==> config.mk <==
export PLATFORM = sky130hd
export DESIGN_NAME = ucl_link
export DESIGN_NICKNAME = d
export VERILOG_FILES = /design/src/rtl/ucl_pkg.sv /design/src/rtl/ucl_link.sv /design/src/rtl/ucl_clk_div.sv /design/src/rtl/ucl_bit_recovery.sv
export SDC_FILE = /design/constraint.sdc
export NUM_CORES = 1
export LEC_CHECK = 0
export ABC_AREA = 1
export BUFFER_PORTS_ARGS = -buffer_cell sky130_fd_sc_hd__buf_2
export CORE_ASPECT_RATIO = 0.5
export CORE_MARGIN = 2
export CORE_UTILIZATION = 40
export DETAILED_ROUTE_END_ITERATION = 10
export SLEW_MARGIN = 10
export SYNTH_ARGS = -nofsm -noshare
export SYNTH_HDL_FRONTEND = slang
export SYNTH_SLANG_ARGS = --single-unit
==> constraint.sdc <==
create_clock -name clock -period 7.9 [get_ports clock]
set_input_delay 0.79 -clock clock [delete_from_list [all_inputs] [get_ports clock]]
set_output_delay 0.79 -clock clock [all_outputs]
set_load 0.005 [all_outputs]
==> src/rtl/ucl_pkg.sv <==
package ucl_pkg;

	// Clock rates
	localparam int CLK_HZ      = 25_000_000;
	localparam int REF_HZ      = 6_000_000;
	localparam int PLL_MULT    = 8;
	localparam int CORE_HZ     = REF_HZ * PLL_MULT;
	localparam int SLOW_CLK_HZ = 100_000;

	// Link-status indicator timing
	localparam int LED_DARK_MS      = 100;
	localparam int LED_BLINK_MS     = 50;
	localparam int LED_DARK_CYCLES  = (CLK_HZ / 1000) * LED_DARK_MS;
	localparam int LED_BLINK_CYCLES = (CLK_HZ / 1000) * LED_BLINK_MS;
	localparam int LED_CNT_W        = 22;

	// Clock output divider
	localparam int DIV_W = 8;
	localparam logic [DIV_W-1:0] SLOW_HALF = DIV_W'(CLK_HZ / (2 * SLOW_CLK_HZ));

	// Register port
	localparam int ADDR_W = 4;
	localparam int DATA_W = 16;
	localparam logic [ADDR_W-1:0] REG_CTRL   = 4'h0;
	localparam logic [ADDR_W-1:0] REG_CLKDIV = 4'h1;
	localparam logic [ADDR_W-1:0] REG_DMACFG = 4'h2;
	localparam logic [ADDR_W-1:0] REG_ALLOC  = 4'h3;
	localparam logic [ADDR_W-1:0] REG_STATUS = 4'h4;
	localparam logic [DATA_W-1:0] BYTE_MASK  = 16'h00ff;

	// Control register fields
	localparam int CTRL_CONNECT   = 0;
	localparam int CTRL_PROGRAMMABLE_CLOCK_OUT_EN = 1;
	localparam int CTRL_SLOW_EN   = 2;

	// DMA configuration fields
	localparam int DMA_EP_LSB    = 0;
	localparam int DMA_EP_W      = 4;
	localparam int DMA_EN_BIT    = 4;
	localparam int DMA_BURST_LSB = 8;
	localparam int DMA_BURST_W   = 5;
	localparam logic [DMA_EP_W-1:0]    EP_FIRST      = 4'h1;
	localparam logic [DMA_EP_W-1:0]    EP_LAST       = 4'he;
	localparam logic [DMA_BURST_W-1:0] DMA_MAX_BURST = 5'h10;

	// Packet buffer allocation fields
	localparam int ALLOC_W          = 12;
	localparam int ALLOC_DOUBLE_BIT = 12;
	localparam logic [ALLOC_W:0] BUF_BYTES = 13'h099e;

	// Status register fields
	localparam int ST_VBUS     = 0;
	localparam int ST_PULLUP   = 1;
	localparam int ST_SUSPEND  = 2;
	localparam int ST_ADDRESS  = 3;
	localparam int ST_LED      = 4;
	localparam int ST_CMDSEL   = 5;
	localparam int ST_MODE_LSB = 6;
	localparam int ST_MODE_RSV = 8;
	localparam int ST_DMA_OK   = 9;
	localparam int ST_ALLOC_OV = 10;
	localparam int ST_WAIT     = 11;

	// Clock recovery
	localparam logic [1:0] PHASE_MID = 2'h2;
	localparam logic [2:0] MAX_ONES  = 3'h6;

	typedef enum logic [1:0] {
		MODE_16   = 2'h0,
		MODE_RSV1 = 2'h1,
		MODE_8    = 2'h2,
		MODE_RSV3 = 2'h3
	} ucl_mode_type;

	typedef enum logic [1:0] {
		CONN_DETACHED = 2'b00,
		CONN_WAIT     = 2'b01,
		CONN_ATTACHED = 2'b11
	} ucl_conn_type;

	typedef enum logic [1:0] {
		LED_IDLE  = 2'b00,
		LED_BLINK = 2'b01,
		LED_ON    = 2'b11,
		LED_DARK  = 2'b10
	} ucl_led_type;

endpackage

==> src/rtl/ucl_link.sv <==
// Strobed register access and the register offsets are this design's own decisions.
`timescale 1ns/1ps
`default_nettype none
module ucl_link
	import ucl_pkg::*;
#(
	parameter int DARK_CYCLES  = LED_DARK_CYCLES,
	parameter int BLINK_CYCLES = LED_BLINK_CYCLES
) (
	input  wire logic                   clock,
	input  wire logic                   rst,
	input  wire logic [ADDR_W-1:0]      regAddr,
	input  wire logic [DATA_W-1:0]      regWrData,
	input  wire logic                   regWrite,
	input  wire logic                   regRead,
	output logic      [DATA_W-1:0]      regRdData,
	input  wire logic                   vbusSense,
	input  wire logic                   portModeSelectHi,
	input  wire logic                   portModeSelectLo,
	input  wire logic                   dmaWidthSelect,
	input  wire logic                   ale,
	input  wire logic                   muxedAddrDataBit0,
	input  wire logic                   rxLine,
	input  wire logic                   rxSampleTick,
	input  wire logic                   sieSuspend,
	input  wire logic                   enumEvent,
	input  wire logic                   addrAssigned,
	input  wire logic                   ackDone,
	output logic                        pullUpAttach,
	output logic                        suspendActive,
	output logic                        cmdSelect,
	output logic                        linkStatusLedN,
	output logic                        programmableClockOut,
	output logic                        rxBitValid,
	output logic                        rxBitData,
	output logic                        rxStuffError,
	output logic                        dmaEnabled,
	output logic      [DMA_EP_W-1:0]    dmaEndpoint,
	output logic      [DMA_BURST_W-1:0] dmaBurstBytes
);

	typedef struct packed {
		ucl_conn_type           conn;
		logic                   connectCmd;
		logic                   clkOutEn;
		logic                   slowEn;
		logic [DIV_W-1:0]       clkDiv;
		logic [DMA_EP_W-1:0]    dmaEp;
		logic                   dmaEn;
		logic [DMA_BURST_W-1:0] dmaBurst;
		logic [ALLOC_W-1:0]     allocSize;
		logic                   allocDouble;
		ucl_led_type            led;
		logic [LED_CNT_W-1:0]   ledCnt;
		logic                   ledLit;
		logic                   aleQ;
		logic                   cmdSel;
		ucl_mode_type           mode;
		logic                   dmaWide;
		logic                   strapDone;
		logic                   suspend;
		logic [DATA_W-1:0]      rdData;
	} ucl_link_type;

	localparam logic [LED_CNT_W-1:0] DARK_LOAD  = LED_CNT_W'(DARK_CYCLES - 1);
	localparam logic [LED_CNT_W-1:0] BLINK_LOAD = LED_CNT_W'(BLINK_CYCLES - 1);

	ucl_link_type           state;
	ucl_link_type           next_state;
	logic                   suspendNow;
	logic                   modeReserved;
	logic                   dmaWidthOk;
	logic [ALLOC_W:0]       allocPhysical;
	logic                   allocOverflow;
	logic [DATA_W-1:0]      statusWord;
	logic [DATA_W-1:0]      readWord;
	logic [DIV_W-1:0]       halfPeriod;
	logic                   clkOutRun;
	logic [DMA_EP_W-1:0]    wrEp;
	logic [DMA_BURST_W-1:0] wrBurst;

	// Without bus power the link is held in suspend regardless of the lines
	assign suspendNow = sieSuspend || !vbusSense;

	// Mode decode and DMA width check against the strapped port mode
	assign modeReserved = (state.mode == MODE_RSV1) || (state.mode == MODE_RSV3);
	assign dmaWidthOk   = ((state.mode == MODE_16) && state.dmaWide)
	                   || ((state.mode == MODE_8) && !state.dmaWide);

	// Physical size of the requested allocation against the shared buffer
	assign allocPhysical = state.allocDouble ? {state.allocSize, 1'b0}
	                                         : {1'b0, state.allocSize};
	assign allocOverflow = allocPhysical > BUF_BYTES;

	// Status word
	always_comb begin
		statusWord                                = '0;
		statusWord[ST_VBUS]                       = vbusSense;
		statusWord[ST_PULLUP]                     = state.conn == CONN_ATTACHED;
		statusWord[ST_SUSPEND]                    = state.suspend;
		statusWord[ST_ADDRESS]                    = addrAssigned;
		statusWord[ST_LED]                        = state.ledLit;
		statusWord[ST_CMDSEL]                     = state.cmdSel;
		statusWord[ST_MODE_LSB +: 2]              = state.mode;
		statusWord[ST_MODE_RSV]                   = modeReserved;
		statusWord[ST_DMA_OK]                     = dmaWidthOk;
		statusWord[ST_ALLOC_OV]                   = allocOverflow;
		statusWord[ST_WAIT]                       = state.conn == CONN_WAIT;
	end

	// Read decode; unmapped offsets read zero
	always_comb begin
		readWord = '0;
		case (regAddr)
			REG_CTRL: begin
				readWord[CTRL_CONNECT]   = state.connectCmd;
				readWord[CTRL_PROGRAMMABLE_CLOCK_OUT_EN] = state.clkOutEn;
				readWord[CTRL_SLOW_EN]   = state.slowEn;
			end
			REG_CLKDIV: begin
				readWord[DIV_W-1:0] = state.clkDiv;
			end
			REG_DMACFG: begin
				readWord[DMA_EP_LSB +: DMA_EP_W]       = state.dmaEp;
				readWord[DMA_EN_BIT]                   = state.dmaEn;
				readWord[DMA_BURST_LSB +: DMA_BURST_W] = state.dmaBurst;
			end
			REG_ALLOC: begin
				readWord[ALLOC_W-1:0]     = state.allocSize;
				readWord[ALLOC_DOUBLE_BIT] = state.allocDouble;
			end
			REG_STATUS: begin
				readWord = statusWord;
			end
			default: begin
				readWord = '0;
			end
		endcase
	end

	// Requested DMA fields; the burst is capped, the endpoint is taken as written
	assign wrEp    = regWrData[DMA_EP_LSB +: DMA_EP_W];
	assign wrBurst = (regWrData[DMA_BURST_LSB +: DMA_BURST_W] > DMA_MAX_BURST)
	               ? DMA_MAX_BURST : regWrData[DMA_BURST_LSB +: DMA_BURST_W];

	// Next-state logic
	always_comb begin
		next_state = state;

		// Port mode and DMA width straps caught once after reset release
		if (!state.strapDone) begin
			next_state.mode      = ucl_mode_type'({portModeSelectHi, portModeSelectLo});
			next_state.dmaWide   = dmaWidthSelect;
			next_state.strapDone = 1'b1;
		end

		// Register writes
		if (regWrite) begin
			case (regAddr)
				REG_CTRL: begin
					next_state.connectCmd = regWrData[CTRL_CONNECT];
					next_state.clkOutEn   = regWrData[CTRL_PROGRAMMABLE_CLOCK_OUT_EN];
					next_state.slowEn     = regWrData[CTRL_SLOW_EN];
				end
				REG_CLKDIV: begin
					next_state.clkDiv = regWrData[DIV_W-1:0];
				end
				REG_DMACFG: begin
					next_state.dmaEp    = wrEp;
					next_state.dmaBurst = wrBurst;
					// Only endpoints 1 to 14 may be bound to the DMA port
					next_state.dmaEn    = regWrData[DMA_EN_BIT]
					                   && (wrEp >= EP_FIRST) && (wrEp <= EP_LAST);
				end
				REG_ALLOC: begin
					next_state.allocSize   = regWrData[ALLOC_W-1:0];
					next_state.allocDouble = regWrData[ALLOC_DOUBLE_BIT];
				end
				default: begin
				end
			endcase
		end

		// Register read data, narrowed to a byte on the 8-bit port
		if (regRead) begin
			next_state.rdData = (state.mode == MODE_8) ? (readWord & BYTE_MASK) : readWord;
		end else begin
			next_state.rdData = '0;
		end

		// Address latch: falling ALE takes the lowest data line as command/data
		next_state.aleQ = ale;
		if (state.aleQ && !ale) begin
			next_state.cmdSel = muxedAddrDataBit0;
		end

		// Pull-up connection control
		case (state.conn)
			CONN_DETACHED: begin
				if (state.connectCmd) begin
					next_state.conn = vbusSense ? CONN_ATTACHED : CONN_WAIT;
				end
			end
			CONN_WAIT: begin
				if (!state.connectCmd) begin
					next_state.conn = CONN_DETACHED;
				end else if (vbusSense) begin
					next_state.conn = CONN_ATTACHED;
				end
			end
			CONN_ATTACHED: begin
				if (!state.connectCmd) begin
					next_state.conn = CONN_DETACHED;
				end else if (!vbusSense) begin
					next_state.conn = CONN_WAIT;
				end
			end
			default: begin
				next_state.conn = CONN_DETACHED;
			end
		endcase

		next_state.suspend = suspendNow;

		// Link-status indicator sequencing
		case (state.led)
			LED_IDLE: begin
				if (addrAssigned) begin
					next_state.led = LED_ON;
				end else if (enumEvent) begin
					next_state.led    = LED_BLINK;
					next_state.ledCnt = BLINK_LOAD;
				end
			end
			LED_BLINK: begin
				if (addrAssigned) begin
					next_state.led = LED_ON;
				end else if (state.ledCnt == '0) begin
					next_state.led = LED_IDLE;
				end else begin
					next_state.ledCnt = state.ledCnt - LED_CNT_W'(1);
				end
			end
			LED_ON: begin
				if (!addrAssigned) begin
					next_state.led = LED_IDLE;
				end else if (ackDone) begin
					next_state.led    = LED_DARK;
					next_state.ledCnt = DARK_LOAD;
				end
			end
			LED_DARK: begin
				if (!addrAssigned) begin
					next_state.led = LED_IDLE;
				end else if (ackDone) begin
					next_state.ledCnt = DARK_LOAD;
				end else if (state.ledCnt == '0) begin
					next_state.led = LED_ON;
				end else begin
					next_state.ledCnt = state.ledCnt - LED_CNT_W'(1);
				end
			end
			default: begin
				next_state.led = LED_IDLE;
			end
		endcase

		// Lit only in blink or steady state, and never while suspended
		next_state.ledLit = ((next_state.led == LED_BLINK) || (next_state.led == LED_ON))
		                 && !suspendNow;
	end

	// State register; reset needs no clock
	always_ff @(posedge clock or posedge rst) begin
		if (rst) begin
			state      <= '0;
			state.conn <= CONN_DETACHED;
			state.led  <= LED_IDLE;
			state.mode <= MODE_16;
		end else begin
			state <= next_state;
		end
	end

	// Clock output: programmed divider, slow clock while suspended
	assign halfPeriod = (state.suspend && state.slowEn) ? SLOW_HALF : state.clkDiv;
	assign clkOutRun  = state.clkOutEn && (!state.suspend || state.slowEn);

	ucl_clk_div #(
		.CNT_W      (DIV_W)
	) clkDivInst (
		.clock      (clock),
		.rst        (rst),
		.enable     (clkOutRun),
		.halfPeriod (halfPeriod),
		.clockOut   (programmableClockOut)
	);

	// Receive bit recovery, decoupled from the lines without bus power
	ucl_bit_recovery bitRecInst (
		.clock      (clock),
		.rst        (rst),
		.enable     (vbusSense),
		.sampleTick (rxSampleTick),
		.rxLine     (rxLine),
		.bitValid   (rxBitValid),
		.bitData    (rxBitData),
		.stuffError (rxStuffError)
	);

	// Outputs from flip-flops
	assign regRdData      = state.rdData;
	assign pullUpAttach   = state.conn == CONN_ATTACHED;
	assign suspendActive  = state.suspend;
	assign cmdSelect      = state.cmdSel;
	assign linkStatusLedN = !state.ledLit;
	assign dmaEnabled     = state.dmaEn && dmaWidthOk && !modeReserved;
	assign dmaEndpoint    = state.dmaEp;
	assign dmaBurstBytes  = state.dmaBurst;

endmodule
`default_nettype wire

==> src/rtl/ucl_clk_div.sv <==
`timescale 1ns/1ps
`default_nettype none
module ucl_clk_div
	import ucl_pkg::*;
#(
	parameter int CNT_W = DIV_W
) (
	input  wire logic             clock,
	input  wire logic             rst,
	input  wire logic             enable,
	input  wire logic [CNT_W-1:0] halfPeriod,
	output logic                  clockOut
);

	typedef struct packed {
		logic [CNT_W-1:0] cnt;
		logic             out;
	} ucl_div_type;

	ucl_div_type state;
	ucl_div_type next_state;

	// Toggle every halfPeriod cycles, zero counts as one
	always_comb begin
		next_state = state;
		if (!enable) begin
			next_state.cnt = '0;
			next_state.out = 1'b0;
		end else if (state.cnt + CNT_W'(1) >= halfPeriod) begin
			next_state.cnt = '0;
			next_state.out = !state.out;
		end else begin
			next_state.cnt = state.cnt + CNT_W'(1);
		end
	end

	always_ff @(posedge clock or posedge rst) begin
		if (rst) begin
			state <= '0;
		end else begin
			state <= next_state;
		end
	end

	assign clockOut = state.out;

endmodule
`default_nettype wire

==> src/rtl/ucl_bit_recovery.sv <==
`timescale 1ns/1ps
`default_nettype none
module ucl_bit_recovery
	import ucl_pkg::*;
(
	input  wire logic clock,
	input  wire logic rst,
	input  wire logic enable,
	input  wire logic sampleTick,
	input  wire logic rxLine,
	output logic      bitValid,
	output logic      bitData,
	output logic      stuffError
);

	typedef struct packed {
		logic [1:0] phase;
		logic       lastSample;
		logic       lastBitLine;
		logic [2:0] ones;
		logic       valid;
		logic       data;
		logic       stuffErr;
	} ucl_rec_type;

	ucl_rec_type state;
	ucl_rec_type next_state;
	logic        decoded;

	// Four samples per bit; a line transition realigns the phase
	always_comb begin
		next_state          = state;
		next_state.valid    = 1'b0;
		next_state.stuffErr = 1'b0;
		decoded             = (rxLine == state.lastBitLine);
		if (!enable) begin
			next_state.phase = '0;
			next_state.ones  = '0;
		end else if (sampleTick) begin
			next_state.lastSample = rxLine;
			if (rxLine != state.lastSample) begin
				next_state.phase = 2'h1;
			end else begin
				next_state.phase = state.phase + 2'h1;
			end
			if (state.phase == PHASE_MID) begin
				next_state.lastBitLine = rxLine;
				if (state.ones == MAX_ONES) begin
					// Stuffed bit dropped; a one here is a stuffing error
					next_state.ones     = '0;
					next_state.stuffErr = decoded;
				end else begin
					next_state.valid = 1'b1;
					next_state.data  = decoded;
					next_state.ones  = decoded ? state.ones + 3'h1 : 3'h0;
				end
			end
		end
	end

	always_ff @(posedge clock or posedge rst) begin
		if (rst) begin
			state <= '0;
		end else begin
			state <= next_state;
		end
	end

	assign bitValid   = state.valid;
	assign bitData    = state.data;
	assign stuffError = state.stuffErr;

endmodule
`default_nettype wire

; Yosys cells after proc, flatten, opt, wreduce, memory -nomap -nowiden
; Cells that the tools add are included.
; W data, S select, Z words.
[totals]
elab_cells = 152
register_bits = 103
inputBits = 36
[classes]
eq_ne = 30
addsub = 4
n_reduce_logical = 38
n_lt_le_gt_ge = 5
bitwise = 1
mux = 45
[op_table]
columns = op, count
row1 = $mux W22, 6
row2 = $pmux W24 S4, 1
row3 = $mux W24, 2
row4 = $mux W13, 3
row5 = $mux W2, 16
row6 = $logic_not A22 Y1, 1
row7 = $sub A22 B1 Y22 const B, 1
row8 = $mux W8, 2
row9 = $ne A2 B2 Y1 const B, 8
row10 = $pmux W3 S5, 1
row11 = $pmux W5 S3, 1
row12 = $eq A2 B2 Y1 const B, 7
row13 = $gt A13 B12 Y1 const B, 1
row14 = $mux W3, 4
row15 = $reduce_and A2 Y1, 6
row16 = $logic_and A1 B1 Y1, 10
row17 = $mux W10, 1
row18 = $mux W9, 1
row19 = $pmux W3 S3, 1
row20 = $add A8 B1 Y8 const B, 1
row21 = $eq A2 B1 Y1 const B, 4
row22 = $eq A4 B2 Y1 const B, 2
row23 = $ge A8 B8 Y1, 1
row24 = $logic_not A1 Y1, 8
row25 = other kinds (24), 34

; Depth between registers and ports, before layout
[logic_depth]
word_depth = 8
depth_mapped = 12
mapped_depth_nobuf = 12

; By module
; A second synthesis with hierarchy kept.
[hier_totals]
cells_unflattened = 751
hier_area_um2 = 5664.2
[by_module_without_submodules]
columns = mod, seq_area_each_um2, cells_per_inst, area_per_inst_um2, n_inst
row1 = ucl_link, 2026.9, 598, 4494.3, 1
row2 = ucl_clk_div, 225.2, 88, 648.1, 1
row3 = ucl_bit_recovery, 250.2, 65, 521.8, 1

; Least setup slack after synthesis
; OpenSTA, ideal clock, no wires.
[synth_timing]
path_kind = register to register
start = reg clkDivInst.state[1] (netlist bit)
end = reg clkDivInst.state, in the netlist clkDivInst.clockOut
setup_slack_ns = 5.721
n_path_buf = 0
arrival_ns = 2.045
stages_incl_launch_ff = 12
cell_sequence = dfrtp_1 -> nand3_1 -> nand3b_1 -> nand3b_1 -> xor2_1 -> inv_1 -> ha_1 -> a21oi_1 -> o21a_1 -> nand4_1 -> nand3_1 -> o21ai_0
[synth_via]
elab_chain_cells = 3
[synth_lines]
columns = item, line_no
row1 = start: declaration, ucl_clk_div.sv:20  ; ucl_div_type state;
row2 = start signal: assignment, ucl_clk_div.sv:41  ; state <= next_state;
row3 = $add A8 B1 Y8, ucl_clk_div.sv:29  ; end else if (state.cnt + CNT_W'(1) >= halfPeriod) begin
row4 = $ge A8 B8 Y1, ucl_clk_div.sv:29
row5 = $ne A2 B2 Y1 (no source line), --
; Every way passes these cells.
; A chain may end at the register's enable or synchronous reset.

; Worst setup path in the final report
; Same ends and word-level chain as after synthesis.

==> flow_metrics.env <==
export IMPL_cts_tree="built"
export IMPL_dr_total_vias=4323
export IMPL_clkLatencyLatePin_ps=340
export IMPL_vias_per_cell=4.94
export IMPL_yosys_top_cells_area="dfrtp_1 47%, nand2_1 9.4%, inv_1 6.8%, o21ai_0 5.4%, nor2_1 4.1%"
export IMPL_grt_pass1_vias=4213
export IMPL_fmax_ghz=0.402
export IMPL_core_area_mm2=0.0129
export IMPL_cts_setup_buffers=0
export IMPL_required_ps=8110
export IMPL_grt_setup_unrepaired="no"
export IMPL_max_cap_violations=0
export IMPL_synth_largest_area_cell="dfrtp_1"
export IMPL_ios=70
export IMPL_cp_start_kind="flip-flop"
export IMPL_path_cells="nand3_1 > nand3b_1 > nand3b_1 > xor2_1 > inv_1 > ha_1 > a21oi_1 > o21a_1 > nand4_1 > nand3_1 > o21ai_0"
export IMPL_wire_per_inst_um=13.8
export IMPL_p_leak_nw=3.10
export IMPL_yosys_warnings=0
export IMPL_netlist_area_mm2=0.00537
export IMPL_post_cts_resize_count=0
export IMPL_fin_setup_tns_ps=0
export IMPL_end_kind="flip-flop"
export IMPL_finalInstanceArea_mm2=0.00601
export IMPL_drtIter0Drc=257
export IMPL_clock_skew_ps=10.1
export IMPL_postPlaceCellArea_mm2=0.00567
export IMPL_setup_violations_final=0
export IMPL_cellPowerDensity_mw_per_mm2=229
export IMPL_yosysMostFrequentCell="nand2_1"
export IMPL_io_buffers=63
export IMPL_ctsHoldBuffers=0
export IMPL_slew_viol_final=0
export IMPL_start_util_pct=41.7
export IMPL_drc=0
export IMPL_grt_max_degree=81
export IMPL_routabilityCongestion=0.837
export IMPL_grt_usage_pct=17.8
export IMPL_slew_headroom_pct=34.3
export IMPL_synthArstFlopShare_pct=100
export IMPL_slowest_stage="dfrtp_1"
export IMPL_cpPeakStageDelay_ps=400
export IMPL_critPathArrivalTime_ps=2700
export IMPL_fin_crit_ps=2490
export IMPL_dp_hpwl_um=8840
export IMPL_avgSynthCellArea_um2=8.19
export IMPL_antenna_found_initial=0
export IMPL_die_x_um=168
export IMPL_grt_overflow=0
export IMPL_worst_pin_slew_ps=986
export IMPL_row_count=29
export IMPL_fp_dieArea_mm2=0.0144
export IMPL_min_path_type="in2async"
export IMPL_layout_drive_gt1_share_pct=16.3
export IMPL_ys_types=46
export IMPL_yosysSeqAreaShare_pct=46.6
export IMPL_die_y_um=86.0
export IMPL_yosys_top_cells_count="135 x nand2_1, 100 x dfrtp_1, 98 x inv_1, 58 x nor2_1, 58 x o21ai_0"
export IMPL_ir_drop_mv=0.130
export IMPL_synthDominantCellAreaShare_pct=46.6
export IMPL_path_clk_slew_ps=70
export IMPL_area_delta_synth_final_pct=11.9
export IMPL_grt_pass1_wl_um=20500
export IMPL_ant_nets=0
export IMPL_cts_buffers=9
export IMPL_crit_type="reg2reg"
export IMPL_synth_edf_count=0
export IMPL_wl_um=12100
export IMPL_clock_sinks=100
export IMPL_outcome="finished clean"
export IMPL_cts_htree_levels=3
export IMPL_cts_root_buffer_cell="clkbuf_16"
export IMPL_finalCritPeriodShare_pct=31.5
export IMPL_clockBufferDepth=2
export IMPL_drtPass1Iterations=5
export IMPL_synth_seq_cells=100
export IMPL_worstPathMaxFanout=10
export IMPL_synth_cells=656
export IMPL_nNetsFinal=749
export IMPL_diodes=0
export IMPL_hold_violations=0
export IMPL_synthFlopType="dfrtp_1"
## logic make-up (layout without fill, tap and decap cells)
group	after synthesis	count (layout)	synth area share, %
AO/OA/AOI/OAI	126	126	13.7
AND/OR/NAND/NOR	265	265	22.4
adder cells (fa/ha/maj)	13	13	3.03
buffers and inverters	137	184	12.0
multiplexers	2	2	0.419
other	2	4	0.140
flip-flops	100	100	46.6
XOR/XNOR	11	11	1.79
## cell type report
cell class / instances / area, um^2
inverter: 103 / 394
timing repair buffer: 65 / 330
fill: 1279 / 6870
clock buffer: 11 / 253
clock inverter: 5 / 83.8
sequential: 100 / 2500
multi-input combinational: 421 / 2230
tap: 170 / 213
## critical path: cells and delay by family, from the launching register on
family | cells | cell delay (ps)
buf+inv | 1 | 70
simple gates | 5 | 1000
fa+ha+maj | 1 | 300
flops | 1 | 400
xor+xnor | 1 | 210
compound gates | 3 | 380
## cell usage in the layout, fill, tap and decap left out, types with 4 or more instances in the layout
| master | n |
|---|---|
| a21oi_1 | 23 |
| a221oi_1 | 5 |
| a22oi_1 | 6 |
| buf_2 | 63 |
| clkbuf_16 | 9 |
| conb_1 | 4 |
| dfrtp_1 | 100 |
| ha_1 | 13 |
| inv_1 | 97 |
| inv_2 | 4 |
| nand2_1 | 135 |
| nand2_2 | 4 |
| nand3_1 | 29 |
| nand4_1 | 17 |
| nor2_1 | 58 |
| nor2_2 | 4 |
| nor2_4 | 5 |
| o21ai_0 | 58 |
| o21ai_1 | 4 |
| o22ai_1 | 8 |
| xor2_1 | 10 |
## stage by stage
stage	cells	hold slack, ps	setup WS [ps]	power, mW	util [%]
2_1_floorplan	658	452	4490	0.833	-
4_1_cts	875	395	5340	1.39	46.7
5_1_grt	875	410	5120	1.46	46.7
6_report	875	391	5410	1.38	46.7
3_3_place_gp	859	471	5400	0.893	44.1
3_5_place_dp	859	483	5330	0.899	44.1
## layer usage
layer / share of wire [%] / vias up / global-route usage, %
met5: 0 / - / 0
met4: 1.5 / 0 / 5.69
met3: 4.1 / 16 / 3.92
met2: 47 / 92 / 30.2
met1: 47 / 2020 / 23.1
li1: - / 2195 / -
## path summary, 6_finish.rpt
kind                       depth (start not counted)  slack, ps                   to                 from
hold / removal                                     2        390            state[40]                  rst
max in group asynchronous                          3       6220  bitRecInst.state[6]                  rst
setup reg to reg                                  11       5410  clkDivInst.clockOut  clkDivInst.state[1]
setup / recovery                                  11       5410  clkDivInst.clockOut  clkDivInst.state[1]
min in group clock                                 1        490            state[82]            state[83]
hold reg to reg                                    1        490            state[82]            state[83]
## state kept, by name (all words and copies together), names as in the netlist
signal	count
clkDivInst.state	8
state	57
cmdSelect	1
regRdData	13
clkDivInst.clockOut	1
bitRecInst.bitData	1
bitRecInst.state	7
bitRecInst.stuffError	1
suspendActive	1
dmaEndpoint	4
dmaBurstBytes	5
bitRecInst.bitValid	1
## power by group
group          internal (mW)  switching [mW]  total (mW)
logic                 0.0951           0.154       0.249
registers              0.581          0.0601       0.641
clock network          0.295           0.192       0.487
No activity file was read; power rests on OpenSTA's default activity.
